**config.mk**
```make
export PLATFORM = sky130hd
export DESIGN_NAME = cat_alarm_trim
export DESIGN_NICKNAME = d
export VERILOG_FILES = /design/src/design/cat_pkg.sv /design/src/design/cat_alarm_trim.sv
export VERILOG_INCLUDE_DIRS = /design/src /design/src/design
export SDC_FILE = /design/constraint.sdc
export NUM_CORES = 1
export LEC_CHECK = 0
export BUFFER_PORTS_ARGS = -buffer_cell sky130_fd_sc_hd__buf_2
export CAP_MARGIN = 20
export CORE_MARGIN = 3
export CORE_UTILIZATION = 35
export CTS_CLUSTER_DIAMETER = 30
export DETAILED_ROUTE_END_ITERATION = 10
export PLACE_DENSITY = 0.64
export SETUP_SLACK_MARGIN = 0.5
export SYNTH_ARGS = -nofsm -noshare
export SYNTH_HDL_FRONTEND = slang
export SYNTH_SLANG_ARGS = --single-unit
```
**constraint.sdc**
```tcl
create_clock -name ref_clk -period 3.45 [get_ports ref_clk]
set_input_delay 0.5175 -clock ref_clk [delete_from_list [all_inputs] [get_ports ref_clk]]
set_output_delay 0.5175 -clock ref_clk [all_outputs]
set_load 0.02 [all_outputs]
```
**src/design/cat_map.svh**
```systemverilog
/*
  Register offsets, field positions and reset values of the calendar alarm and trim block.
  Assumes it is included by its bare name after cat_pkg is compiled.
*/
`ifndef CAT_MAP_SVH
`define CAT_MAP_SVH

// register word offsets on the plain register port
`define CAT_OFS_ALARM_CFG 3'h0
`define CAT_OFS_CFG_TRIM 3'h1
`define CAT_OFS_WIN_LO 3'h2
`define CAT_OFS_WIN_HI 3'h3
`define CAT_OFS_ALARM_MD 3'h4
`define CAT_OFS_ALARM_WH 3'h5
`define CAT_OFS_ALARM_MS 3'h6

// alarm_cfg_reg fields
`define CAT_CFG_ARM_BIT 15
`define CAT_CFG_CHIME_BIT 14
`define CAT_CFG_MASK_HI 13
`define CAT_CFG_MASK_LO 10
`define CAT_CFG_PTR_HI 9
`define CAT_CFG_PTR_LO 8
`define CAT_CFG_RPT_HI 7
`define CAT_CFG_RPT_LO 0

// config_trim_reg fields
`define CAT_TRIM_UNLOCK_BIT 13
`define CAT_TRIM_ROLL_BIT 12
`define CAT_TRIM_HI 7
`define CAT_TRIM_LO 0

// implemented bits of the alarm value registers
`define CAT_MASK_MD 16'h1F3F
`define CAT_MASK_WH 16'h073F
`define CAT_MASK_MS 16'h7F7F

// window pointer codes
`define CAT_PTR_MS 2'h0
`define CAT_PTR_WH 2'h1
`define CAT_PTR_MD 2'h2
`define CAT_PTR_NONE 2'h3

// reset values
`define CAT_RST_ALARM_CFG 16'h0000
`define CAT_RST_VALUE 16'h0000
`define CAT_RST_TRIM 8'h00
`define CAT_RST_RPT 8'h00
`define CAT_RST_CHIME 1'b0
`define CAT_RST_SEL 4'h0
`define CAT_RST_PTR 2'h0

`endif

```
**src/design/cat_pkg.sv**
```systemverilog
/*
  Types shared by the calendar alarm and trim block and its bench.
  Assumes nothing beyond a SystemVerilog compiler.
*/
package cat_pkg;

  // alarm interval selector codes
  typedef enum logic [3:0] {
    CAT_IV_HALF_SEC = 4'h0,
    CAT_IV_SEC = 4'h1,
    CAT_IV_10_SEC = 4'h2,
    CAT_IV_MIN = 4'h3,
    CAT_IV_10_MIN = 4'h4,
    CAT_IV_HOUR = 4'h5,
    CAT_IV_DAY = 4'h6,
    CAT_IV_WEEK = 4'h7,
    CAT_IV_MONTH = 4'h8,
    CAT_IV_YEAR = 4'h9
  } cat_interval_e;

  // current clock-calendar value, BCD digits
  typedef struct packed {
    logic month_tens;
    logic [3:0] month_ones;
    logic [1:0] day_tens;
    logic [3:0] day_ones;
    logic [2:0] weekday_digit;
    logic [1:0] hour_tens;
    logic [3:0] hour_ones;
    logic [2:0] minute_tens;
    logic [3:0] minute_ones;
    logic [2:0] second_tens;
    logic [3:0] second_ones;
  } cat_time_s;

  // trim correction handed to the timer counter
  typedef struct packed {
    logic apply;
    logic [9:0] pulses;
  } cat_trim_s;

endpackage

```
**src/design/cat_alarm_trim.sv**
```systemverilog
/*
  Alarm compare, repeat counter, alarm pulse and per-minute trim of a BCD clock-calendar.
  Assumes the calendar counter runs beside it on ref_clk and gives one-cycle tick pulses,
  and that the register master follows the plain strobe protocol with read data next cycle.

// Behaviour
// - alarm month: tens bit 12, ones bits 11 to 8
// - alarm day: tens bits 5:4, ones bits 3:0
// - alarm weekday digit in bits 10:8, values 0 to 6
// - alarm hour: tens bits 5:4, ones bits 3:0
// - alarm minute: tens bits 14:12, ones bits 11:8
// - alarm second: tens bits 6:4, ones bits 3:0
// - unimplemented alarm value bits read zero and ignore writes
// - month/day and weekday/hour writes need write_unlock set
// - signed trim byte times four applied to timer once a minute
// - one trim step is four pulses, negative removes pulses
// - arm bit 15; each alarm decrements count; alarm at zero disarms
// - endless repeat wraps count zero to FFh and stays armed
// - eight-bit count; FFh gives 255 more alarms, zero gives one
// - selector bits 13:10 choose interval half-second up to year
// - each interval code adds the listed digits to the compare
// - February 29 yearly alarm fires only in leap years
// - interrupt request on every alarm event including repeats
// - alarm pulse output toggles each alarm, half alarm rate
// - selector codes 1010 to 1111 are reserved
// - window pointer selects register, decrements on high access to 00
*/
// Decided for this implementation: the register addresses and strobed register access.
`timescale 1ns/100ps
`include "cat_map.svh"

module cat_alarm_trim
  import cat_pkg::*;
#(
  parameter int ADDR_W = 3,
  parameter int DATA_W = 16
) (
  // clock and reset
  input wire logic ref_clk,
  input wire logic arst_n,
  // register port
  input wire logic [ADDR_W-1:0] reg_addr,
  input wire logic [DATA_W-1:0] reg_wdata,
  input wire logic reg_wr,
  input wire logic reg_rd,
  output logic [DATA_W-1:0] reg_rdata,
  // clock-calendar counter side
  input wire cat_time_s cal_time,
  input wire logic half_sec_tick,
  input wire logic second_start,
  input wire logic minute_tick,
  input wire logic rollover_window_flag,
  // results
  output logic alarm_irq,
  output logic alarm_pulse,
  output cat_trim_s trim_out
);

  // alarm_cfg_reg state
  logic alarm_arm;
  logic chime;
  logic [3:0] match_interval_sel;
  logic [1:0] alarm_window_ptr;
  logic [7:0] repeat_count;
  // config_trim_reg state
  logic write_unlock;
  logic [7:0] trim_value;
  // alarm compare values
  logic [15:0] alarm_month_day;
  logic [15:0] alarm_weekday_hour;
  logic [15:0] alarm_minute_second;

  // decoded strobes
  logic wr_cfg;
  logic wr_trim;
  logic wr_lo;
  logic wr_hi;
  logic rd_hi;
  logic wr_md;
  logic wr_wh;
  logic wr_ms;
  logic alarm_event;
  logic digits_match;

  // implemented-bit mask of the register a window pointer selects
  function automatic logic [15:0] ptr_mask(input logic [1:0] ptr);
    logic [15:0] m;
    m = 16'h0000;
    unique case (ptr)
      `CAT_PTR_MS: m = `CAT_MASK_MS;
      `CAT_PTR_WH: m = `CAT_MASK_WH;
      `CAT_PTR_MD: m = `CAT_MASK_MD;
      default: m = 16'h0000;
    endcase
    return m;
  endfunction

  // pointer value after an upper-half access; it sticks at zero
  function automatic logic [1:0] ptr_step(input logic [1:0] ptr);
    return (ptr == `CAT_PTR_MS) ? `CAT_PTR_MS : ptr - 2'h1;
  endfunction

  // merge a byte lane into a register, keeping only implemented bits
  function automatic logic [15:0] lane_merge(input logic [15:0] old_val,
                                             input logic [15:0] new_val,
                                             input logic [15:0] lanes,
                                             input logic [15:0] impl);
    return ((old_val & ~lanes) | (new_val & lanes)) & impl;
  endfunction

  // register decode
  always_comb begin
    wr_cfg = reg_wr && (reg_addr == `CAT_OFS_ALARM_CFG);
    wr_trim = reg_wr && (reg_addr == `CAT_OFS_CFG_TRIM);
    wr_lo = reg_wr && (reg_addr == `CAT_OFS_WIN_LO);
    wr_hi = reg_wr && (reg_addr == `CAT_OFS_WIN_HI);
    rd_hi = reg_rd && (reg_addr == `CAT_OFS_WIN_HI);
    wr_md = reg_wr && (reg_addr == `CAT_OFS_ALARM_MD) && write_unlock;
    wr_wh = reg_wr && (reg_addr == `CAT_OFS_ALARM_WH) && write_unlock;
    wr_ms = reg_wr && (reg_addr == `CAT_OFS_ALARM_MS);
  end

  // masked digit comparator; each wider interval adds digits on top, except that month and year leave out the weekday digit
  always_comb begin
    logic sec_one;
    logic sec_ten;
    logic min_one;
    logic min_ten;
    logic hour_eq;
    logic weekday_digit_eq;
    logic day_eq;
    logic mon_eq;
    sec_one = cal_time.second_ones == alarm_minute_second[3:0];
    sec_ten = cal_time.second_tens == alarm_minute_second[6:4];
    min_one = cal_time.minute_ones == alarm_minute_second[11:8];
    min_ten = cal_time.minute_tens == alarm_minute_second[14:12];
    hour_eq = (cal_time.hour_tens == alarm_weekday_hour[5:4]) &&
              (cal_time.hour_ones == alarm_weekday_hour[3:0]);
    weekday_digit_eq = cal_time.weekday_digit == alarm_weekday_hour[10:8];
    day_eq = (cal_time.day_tens == alarm_month_day[5:4]) &&
             (cal_time.day_ones == alarm_month_day[3:0]);
    mon_eq = (cal_time.month_tens == alarm_month_day[12]) &&
             (cal_time.month_ones == alarm_month_day[11:8]);
    // a Feb 29 date only ever meets a calendar that holds that date
    unique case (match_interval_sel)
      CAT_IV_HALF_SEC: digits_match = 1'b1;
      CAT_IV_SEC: digits_match = second_start;
      CAT_IV_10_SEC: digits_match = second_start && sec_one;
      CAT_IV_MIN: digits_match = second_start && sec_one && sec_ten;
      CAT_IV_10_MIN: digits_match = second_start && sec_one && sec_ten && min_one;
      CAT_IV_HOUR: digits_match = second_start && sec_one && sec_ten && min_one && min_ten;
      CAT_IV_DAY: digits_match = second_start && sec_one && sec_ten && min_one &&
                                 min_ten && hour_eq;
      CAT_IV_WEEK: digits_match = second_start && sec_one && sec_ten && min_one &&
                                  min_ten && hour_eq && weekday_digit_eq;
      CAT_IV_MONTH: digits_match = second_start && sec_one && sec_ten && min_one &&
                                   min_ten && hour_eq && day_eq;
      CAT_IV_YEAR: digits_match = second_start && sec_one && sec_ten && min_one &&
                                  min_ten && hour_eq && day_eq && mon_eq;
      // reserved codes never match, so a stray setting stays silent
      default: digits_match = 1'b0;
    endcase
  end

  // only the tick cycle is evaluated, so one alarm per matching tick
  assign alarm_event = alarm_arm && half_sec_tick && digits_match;

  // arm bit: hardware disarm beats a software write in the same cycle
  always_ff @(posedge ref_clk or negedge arst_n) begin
    if (!arst_n) begin
      alarm_arm <= 1'b0;
    end else if (alarm_event) begin
      if ((repeat_count == 8'h00) && !chime) begin
        alarm_arm <= 1'b0;
      end
    end else if (wr_cfg) begin
      alarm_arm <= reg_wdata[`CAT_CFG_ARM_BIT];
    end
  end

  // repeat counter; wraps to FFh only while chime keeps it going
  always_ff @(posedge ref_clk or negedge arst_n) begin
    if (!arst_n) begin
      repeat_count <= `CAT_RST_RPT;
    end else if (alarm_event) begin
      if ((repeat_count != 8'h00) || chime) begin
        repeat_count <= repeat_count - 8'h01;
      end
    end else if (wr_cfg) begin
      repeat_count <= reg_wdata[`CAT_CFG_RPT_HI:`CAT_CFG_RPT_LO];
    end
  end

  // chime and interval selector are plain software bits
  always_ff @(posedge ref_clk or negedge arst_n) begin
    if (!arst_n) begin
      chime <= `CAT_RST_CHIME;
      match_interval_sel <= `CAT_RST_SEL;
    end else if (wr_cfg) begin
      chime <= reg_wdata[`CAT_CFG_CHIME_BIT];
      match_interval_sel <= reg_wdata[`CAT_CFG_MASK_HI:`CAT_CFG_MASK_LO];
    end
  end

  // window pointer: loaded by config write, stepped by upper-half access
  always_ff @(posedge ref_clk or negedge arst_n) begin
    if (!arst_n) begin
      alarm_window_ptr <= `CAT_RST_PTR;
    end else if (wr_cfg) begin
      alarm_window_ptr <= reg_wdata[`CAT_CFG_PTR_HI:`CAT_CFG_PTR_LO];
    end else if (wr_hi || rd_hi) begin
      alarm_window_ptr <= ptr_step(alarm_window_ptr);
    end
  end

  // unlock bit and trim byte
  always_ff @(posedge ref_clk or negedge arst_n) begin
    if (!arst_n) begin
      write_unlock <= 1'b0;
      trim_value <= `CAT_RST_TRIM;
    end else if (wr_trim) begin
      write_unlock <= reg_wdata[`CAT_TRIM_UNLOCK_BIT];
      // no guard on timing; writing at a safe moment is left to software
      trim_value <= reg_wdata[`CAT_TRIM_HI:`CAT_TRIM_LO];
    end
  end

  // month/day compare value, direct or through the window
  always_ff @(posedge ref_clk or negedge arst_n) begin
    if (!arst_n) begin
      alarm_month_day <= `CAT_RST_VALUE;
    end else if (wr_md) begin
      alarm_month_day <= reg_wdata & `CAT_MASK_MD;
    end else if (write_unlock && (alarm_window_ptr == `CAT_PTR_MD) && (wr_lo || wr_hi)) begin
      alarm_month_day <= lane_merge(alarm_month_day, reg_wdata,
                                    wr_hi ? 16'hFF00 : 16'h00FF, `CAT_MASK_MD);
    end
  end

  // weekday/hour compare value, direct or through the window
  always_ff @(posedge ref_clk or negedge arst_n) begin
    if (!arst_n) begin
      alarm_weekday_hour <= `CAT_RST_VALUE;
    end else if (wr_wh) begin
      alarm_weekday_hour <= reg_wdata & `CAT_MASK_WH;
    end else if (write_unlock && (alarm_window_ptr == `CAT_PTR_WH) && (wr_lo || wr_hi)) begin
      alarm_weekday_hour <= lane_merge(alarm_weekday_hour, reg_wdata,
                                       wr_hi ? 16'hFF00 : 16'h00FF, `CAT_MASK_WH);
    end
  end

  // minute/second compare value needs no unlock
  always_ff @(posedge ref_clk or negedge arst_n) begin
    if (!arst_n) begin
      alarm_minute_second <= `CAT_RST_VALUE;
    end else if (wr_ms) begin
      alarm_minute_second <= reg_wdata & `CAT_MASK_MS;
    end else if ((alarm_window_ptr == `CAT_PTR_MS) && (wr_lo || wr_hi)) begin
      alarm_minute_second <= lane_merge(alarm_minute_second, reg_wdata,
                                        wr_hi ? 16'hFF00 : 16'h00FF, `CAT_MASK_MS);
    end
  end

  // read data, valid the cycle after the strobe only
  always_ff @(posedge ref_clk or negedge arst_n) begin
    if (!arst_n) begin
      reg_rdata <= 16'h0000;
    end else if (reg_rd) begin
      unique case (reg_addr)
        `CAT_OFS_ALARM_CFG: reg_rdata <= {alarm_arm, chime, match_interval_sel,
                                          alarm_window_ptr, repeat_count};
        `CAT_OFS_CFG_TRIM: reg_rdata <= {2'b00, write_unlock, rollover_window_flag,
                                         4'h0, trim_value};
        `CAT_OFS_WIN_LO, `CAT_OFS_WIN_HI: begin
          // pointer code 11 selects nothing and reads as zero
          unique case (alarm_window_ptr)
            `CAT_PTR_MS: reg_rdata <= alarm_minute_second & ptr_mask(alarm_window_ptr) &
                                      ((reg_addr == `CAT_OFS_WIN_HI) ? 16'hFF00 : 16'h00FF);
            `CAT_PTR_WH: reg_rdata <= alarm_weekday_hour & ptr_mask(alarm_window_ptr) &
                                      ((reg_addr == `CAT_OFS_WIN_HI) ? 16'hFF00 : 16'h00FF);
            `CAT_PTR_MD: reg_rdata <= alarm_month_day & ptr_mask(alarm_window_ptr) &
                                      ((reg_addr == `CAT_OFS_WIN_HI) ? 16'hFF00 : 16'h00FF);
            default: reg_rdata <= 16'h0000;
          endcase
        end
        `CAT_OFS_ALARM_MD: reg_rdata <= alarm_month_day;
        `CAT_OFS_ALARM_WH: reg_rdata <= alarm_weekday_hour;
        `CAT_OFS_ALARM_MS: reg_rdata <= alarm_minute_second;
        default: reg_rdata <= 16'h0000;
      endcase
    end else begin
      reg_rdata <= 16'h0000;
    end
  end

  // interrupt request and half-rate alarm pulse, both from flops
  always_ff @(posedge ref_clk or negedge arst_n) begin
    if (!arst_n) begin
      alarm_irq <= 1'b0;
      alarm_pulse <= 1'b0;
    end else begin
      alarm_irq <= alarm_event;
      if (alarm_event) begin
        alarm_pulse <= ~alarm_pulse;
      end
    end
  end

  // trim: one correction of four pulses per step at each minute tick
  always_ff @(posedge ref_clk or negedge arst_n) begin
    if (!arst_n) begin
      trim_out <= '0;
    end else begin
      trim_out.apply <= minute_tick;
      if (minute_tick) begin
        // times four; ten bits hold the signed product exactly
        trim_out.pulses <= {trim_value, 2'b00};
      end
    end
  end

endmodule

```
Word level (Yosys, flattened, before mapping)
Cells that the tools add are included.
{ "op_classes": {"addsub": 2, "n_eq_ne": 30, "n_mux": 30, "bitwise": 15, "n_reduce_logical": 46} }
{ "ops": {"columns": ["cell", "count"], "rows": [
  ["$mux 16", 17],
  ["$and 16x16->16", 6],
  ["$pmux 16 s6", 1],
  ["$pmux 16 s3", 1],
  ["$and 15x15->15", 2],
  ["$logic_and 1x1->1", 29],
  ["$mux 8", 3],
  ["$eq 4x4->1", 5],
  ["$eq 4x3->1 const B", 4],
  ["$mux 15", 1],
  ["$not 15->15", 1],
  ["$or 15x15->15", 1],
  ["$and 13x13->13", 1],
  ["$or 13x13->13", 1],
  ["$and 11x11->11", 1],
  ["$or 11x11->11", 1],
  ["$pmux 1 s10", 1],
  ["$reduce_bool 2->1", 5],
  ["$eq 3x3->1", 3],
  ["$eq 3x3->1 const B", 3],
  ["$eq 4x2->1 const B", 2],
  ["$eq 4x4->1 const B", 2],
  ["$logic_not 8->1", 1],
  ["$reduce_bool 8->1", 1],
  ["other kinds (20)", 30]
]} }
{ "word_totals": {"reg_bits": 100, "output_inout_bits": 29} }

Longest topological paths before layout
{ "logic_depth": {"ltp_word": 12, "depth_mapped": 9, "ltp_nobuf": 9} }

Worst setup path before layout
Ideal clock, no wire load.
{ "synth_path": {"path_kind": "input -> register", "startpoint": "input port cal_time[6] in the netlist's numbering", "endpoint": "register repeat_count[2]", "setup_time_ns": 0.126, "arrival_ns": 1.951, "required_ns": 3.324, "path_slack_ns": 1.373, "cell_stages": 8, "path_buffers": 1, "cell_sequence": "xnor2_1 > nand3_1 > or3_1 > nor3_2 > a21oi_2 > buf_6 > mux2i_1 > a221o_1"} }
{ "synth_via": {"elab_chain_len": 11} }
{ "synth_lines": {"columns": ["element", "line", "rtl"], "rows": [
  ["from (decl)", "cat_alarm_trim.sv:48", "input wire cat_time_s cal_time,"],
  ["$eq 3x3->1 *", "cat_alarm_trim.sv:134", "sec_ten = cal_time.second_tens == alarm_minute_second[6:4];"],
  ["$logic_and 1x1->1 *", null, null],
  ["$logic_and 1x1->1 (3 in series)", null, null],
  ["$logic_and 1x1->1", "cat_alarm_trim.sv:157, cat_alarm_trim.sv:159", null],
  ["$logic_and 1x1->1", "cat_alarm_trim.sv:159", "min_ten && hour_eq && day_eq && mon_eq;"],
  ["$pmux 1 s10 *", "cat_alarm_trim.sv:145", "unique case (match_interval_sel)"],
  ["$logic_and 1x1->1 *", "cat_alarm_trim.sv:166", "assign alarm_event = alarm_arm && half_sec_tick && digits_match;"],
  ["$ne 2x1->1 (no source line) / $reduce_bool 2->1 (equally long branches)", null, null],
  ["$reduce_and 2->1 (no source line)", null, null],
  ["to (signal assigned)", "cat_alarm_trim.sv:184", "repeat_count <= `CAT_RST_RPT;"],
  ["to (signal assigned)", "cat_alarm_trim.sv:187", "repeat_count <= repeat_count - 8'h01;"],
  ["to (signal assigned)", "cat_alarm_trim.sv:190", "repeat_count <= reg_wdata[`CAT_CFG_RPT_HI:`CAT_CFG_RPT_LO];"],
  ["to (decl)", "cat_alarm_trim.sv:64", "logic [7:0] repeat_count;"]
]} }
Mark *: on every way between the ends. The rest lies on a longest branch, timed or not.
A chain may end at the register's enable or synchronous reset.

==> PnR_summary.wiki <==
{| class="wikitable"
! Metric !! Value
|-
| Main flop type after synthesis || sky130_fd_sc_hd__dfrtp_1
|-
| Leakage dissipation || 0.002433 µW
|-
| Placement-stage worst setup slack || 0.7362 ns
|-
| Setup repair after global routing missed its margin || no
|-
| Final-layout worst hold slack || 0.2954 ns
|-
| Sum of negative setup slack || 0 ns
|-
| Highest fanout seen on the critical path || 12
|-
| Cell internal pwr || 2384 µW
|-
| Async set-reset flop share out of synthesis || 100.0%
|-
| Max rail drop VDD || 0.0002457 V
|-
| Post-synthesis instance area || 4553 µm²
|-
| Clock Skews || 0.004427 ns
|-
| Post-route minimum period || 2.507 ns
|-
| Clock Pin Slew Worst Setup and Hold Paths || 0.06 ns
|-
| Clock network fraction of design power || 26.7%
|-
| Cell type contributing the most total cell area after synthesis || sky130_fd_sc_hd__dfrtp_1
|-
| DRT iter0 DRCs || 298
|-
| Number of antenna cells inserted || 0
|-
| Inserted Clock Buffers || 9
|-
| Synthesized netlist cell count || 407
|-
| Clock buffer depth || 2
|-
| Portion of the clock cycle consumed by the worst path in the final layout || 72.66%
|-
| Type of the worst setup path || reg -> reg
|-
| Gpl congestion || 0.8604
|-
| Global-route wire length before repair || 20120 µm
|-
| Skew-Pair Late Insertion Delay || 0.34 ns
|-
| Net count of the finished layout || 554
|-
| Final-layout fill cell count || 1239
|-
| Number of core rows || 41
|-
| Final setup violating endpoints || 0
|-
| Detailed Place HPWL || 9617 µm
|-
| Switching share of power || 33.77%
|-
| Flip-flop and latch count after synthesis || 86
|-
| Part of the power in combinational logic || 27.8%
|-
| Result of the run || finished, final reports clean
|-
| Detailed Routing Iterations Pass 1 || 7
|-
| Number of max-capacitance violations reported || 0
|-
| I/O pin count || 90
|-
| Layout overhead on the synthesized area || 19.32%
|-
| Layout cells sized above 1 || 35.41%
|-
| Post-route DRC || 0
|-
| Share of the synthesized area in the top cell type || 47.27%
|-
| Number of enable-type register cells in the synthesized netlist || 0
|-
| Final standard cell area without fillers || 5433 µm²
|-
| Overall via count from detail_route || 3677
|-
| GRT Total Usage || 18.18%
|-
| Highest clock rate || 0.3989 GHz
|-
| Top cells by area in the synthesized netlist || sky130_fd_sc_hd__dfrtp_1 47%, sky130_fd_sc_hd__mux2_2 13%, sky130_fd_sc_hd__xor2_1 3.8%, sky130_fd_sc_hd__nand2_1 3.0%, sky130_fd_sc_hd__mux4_2 3.0%
|-
| Worst Tran Pin Value || 0.8837 ns
|-
| Core area || 12670 µm²
|-
| Top-count cell post-synth || sky130_fd_sc_hd__dfrtp_1
|-
| Global route total overflow || 0
|-
| Hold-fix buffer count after cts || 0
|-
| CP Data Arrival Time || 2.73 ns
|-
| Setup WS post-layout || 0.9433 ns
|-
| Total power density per cell area || 662.6 nW/µm²
|-
| Total die area || 14410 µm²
|-
| Final hold violations || 0
|-
| Distinct cells, synth || 58
|-
| Clock tree from TritonCTS || built
|-
| Post-Synthesis Mean Instance Area || 11.19 µm²
|-
| Data required, critical path || 3.67 ns
|-
| Clock Root Buffer || sky130_fd_sc_hd__clkbuf_16
|-
| Number of global-route vias before repair || 3718
|-
| Count of nets left with antenna violations after detail routing || 0
|-
| Post-route insts no fill || 669
|-
| Category of the worst setup path capture point || flop
|-
| Width of the die || 120.1 µm
|-
| Number of sinks driven by the clock tree || 86
|-
| Type of the tightest min-delay check || in -> async
|-
| Initial antenna violation count || 0
|-
| Die Y-Extent || 120.1 µm
|-
| Relative max-transition margin || 41.09%
|-
| CTS H-tree depth || 3
|-
| Post-DR vias/cell || 5.496
|-
| Number of setup buffers added after CTS || 0
|-
| Part of the power in registers || 45.5%
|-
| Switching power total || 1216 µW
|-
| Starting Density || 35.93%
|-
| Wire length per cell after detailed routing || 19.14 µm
|-
| Sum of routed wire length over all layers || 12810 µm
|-
| Count of input and output buffers || 87
|-
| Commonest cells post-synth || 86 x sky130_fd_sc_hd__dfrtp_1, 52 x sky130_fd_sc_hd__mux2_2, 36 x sky130_fd_sc_hd__nand2_1, 28 x sky130_fd_sc_hd__nor2_1, 20 x sky130_fd_sc_hd__xor2_1
|-
| Final Max Tran Viols || 0
|-
| Type of element launching the critical path || flop
|-
| Instance area at placement || 5139 µm²
|-
| Pin count of the biggest net entering global routing || 70
|-
| Instance count after placement with tap cells included || 653
|-
| PostCTS Resize Cnt || 0
|-
| Sequential-to-total area share from yosys stat || 47.27%
|-
| Yosys warning total || 0
|}
[layer usage]
layer,up-vias,global-route usage [%],share of wire (%)
met2,139,29.36,47
met4,0,6.156,2.4
li1,1660,-,-
met5,-,0,0
met3,20,4.147,7.3
met1,1858,24.16,43
[cell type report]
type / instances / area, µm² / share of cell area (%)
clock inverter: 3 / 43.79 / 0.8061
timing repair buffer: 92 / 475.5 / 8.752
tap: 172 / 215.2 / 3.961
clock buffer: 13 / 250.2 / 4.606
multi-input combinational: 295 / 2265 / 41.69
sequential: 86 / 2152 / 39.61
inverter: 8 / 31.28 / 0.5758
[layout by cell type (no fill, tap or decap), types with 7 or more instances in the layout]
master                      synthesis  layout
sky130_fd_sc_hd__nor2_1            28      28
sky130_fd_sc_hd__nand3_1            9       9
sky130_fd_sc_hd__o21ai_0           11      11
sky130_fd_sc_hd__a21oi_1           11      11
sky130_fd_sc_hd__dfrtp_1           86      86
sky130_fd_sc_hd__or3_1              8       8
sky130_fd_sc_hd__nand2_1           36      36
sky130_fd_sc_hd__xnor2_1           15      15
sky130_fd_sc_hd__mux2_2            52      52
sky130_fd_sc_hd__clkbuf_16          0       9
sky130_fd_sc_hd__xor2_1            20      20
sky130_fd_sc_hd__buf_2              3      86
sky130_fd_sc_hd__a22o_1             7       7
sky130_fd_sc_hd__mux2i_1           12      12
sky130_fd_sc_hd__nor3_1            14      14
[critical path, cell delays in order, from the launching register on]
cell and delay [ns]:
sky130_fd_sc_hd__dfrtp_1 0.43, sky130_fd_sc_hd__xor2_1 0.18, sky130_fd_sc_hd__nor4_1 0.47, sky130_fd_sc_hd__a22oi_1 0.21, sky130_fd_sc_hd__nor3_2 0.30, sky130_fd_sc_hd__a21oi_2 0.24
sky130_fd_sc_hd__o21ba_2 0.26, sky130_fd_sc_hd__a221o_1 0.29
[cell families (layout without fill, tap and decap cells)]
| kind of cell | Yosys count | after routing | share of synthesized area [%] |
|---|---|---|---|
| flip-flops | 86 | 86 | 47.27 |
| multiplexers | 70 | 70 | 18.47 |
| buffers and inverters | 27 | 116 | 3.077 |
| adder cells (fa/ha/maj) | 1 | 1 | 0.2748 |
| other | 1 | 2 | 0.08236 |
| AO/OA/AOI/OAI | 68 | 68 | 11.27 |
| AND/OR/NAND/NOR | 119 | 119 | 12.83 |
| XOR/XNOR | 35 | 35 | 6.733 |
[per-stage QoR]
step                      utilization, %  power (µW)
after floorplan                        -        2277
after global placement             40.56        2601
after detailed placement           40.56        2645
after CTS                          42.88        3609
after global routing               42.88        3794
final                              42.88        3600
[worst paths after layout]
path                               start  cells past startpoint              end  slack (ns)
hold / removal                    arst_n                      1        async pin        0.30
min in group ref_clk       reg_wdata[14]                      3            chime        0.38
setup / recovery                    flop                      7  repeat_count[1]        0.94
hold reg to reg              alarm_pulse                      1      alarm_pulse        0.47
setup reg to reg                    flop                      7  repeat_count[1]        0.94
max in group asynchronous         arst_n                      2  repeat_count[4]        2.47
[power by group through the flow]
stage	Clock [µW]	Sequential [µW]	Combinational, µW
final	963	1640	1000
after global placement	0	1630	970
after global routing	1010	1680	1100
after detailed placement	0	1640	1000
after CTS	974	1630	1010
after floorplan	0	1570	704
Note: power is estimated with default switching activity, not from simulation.
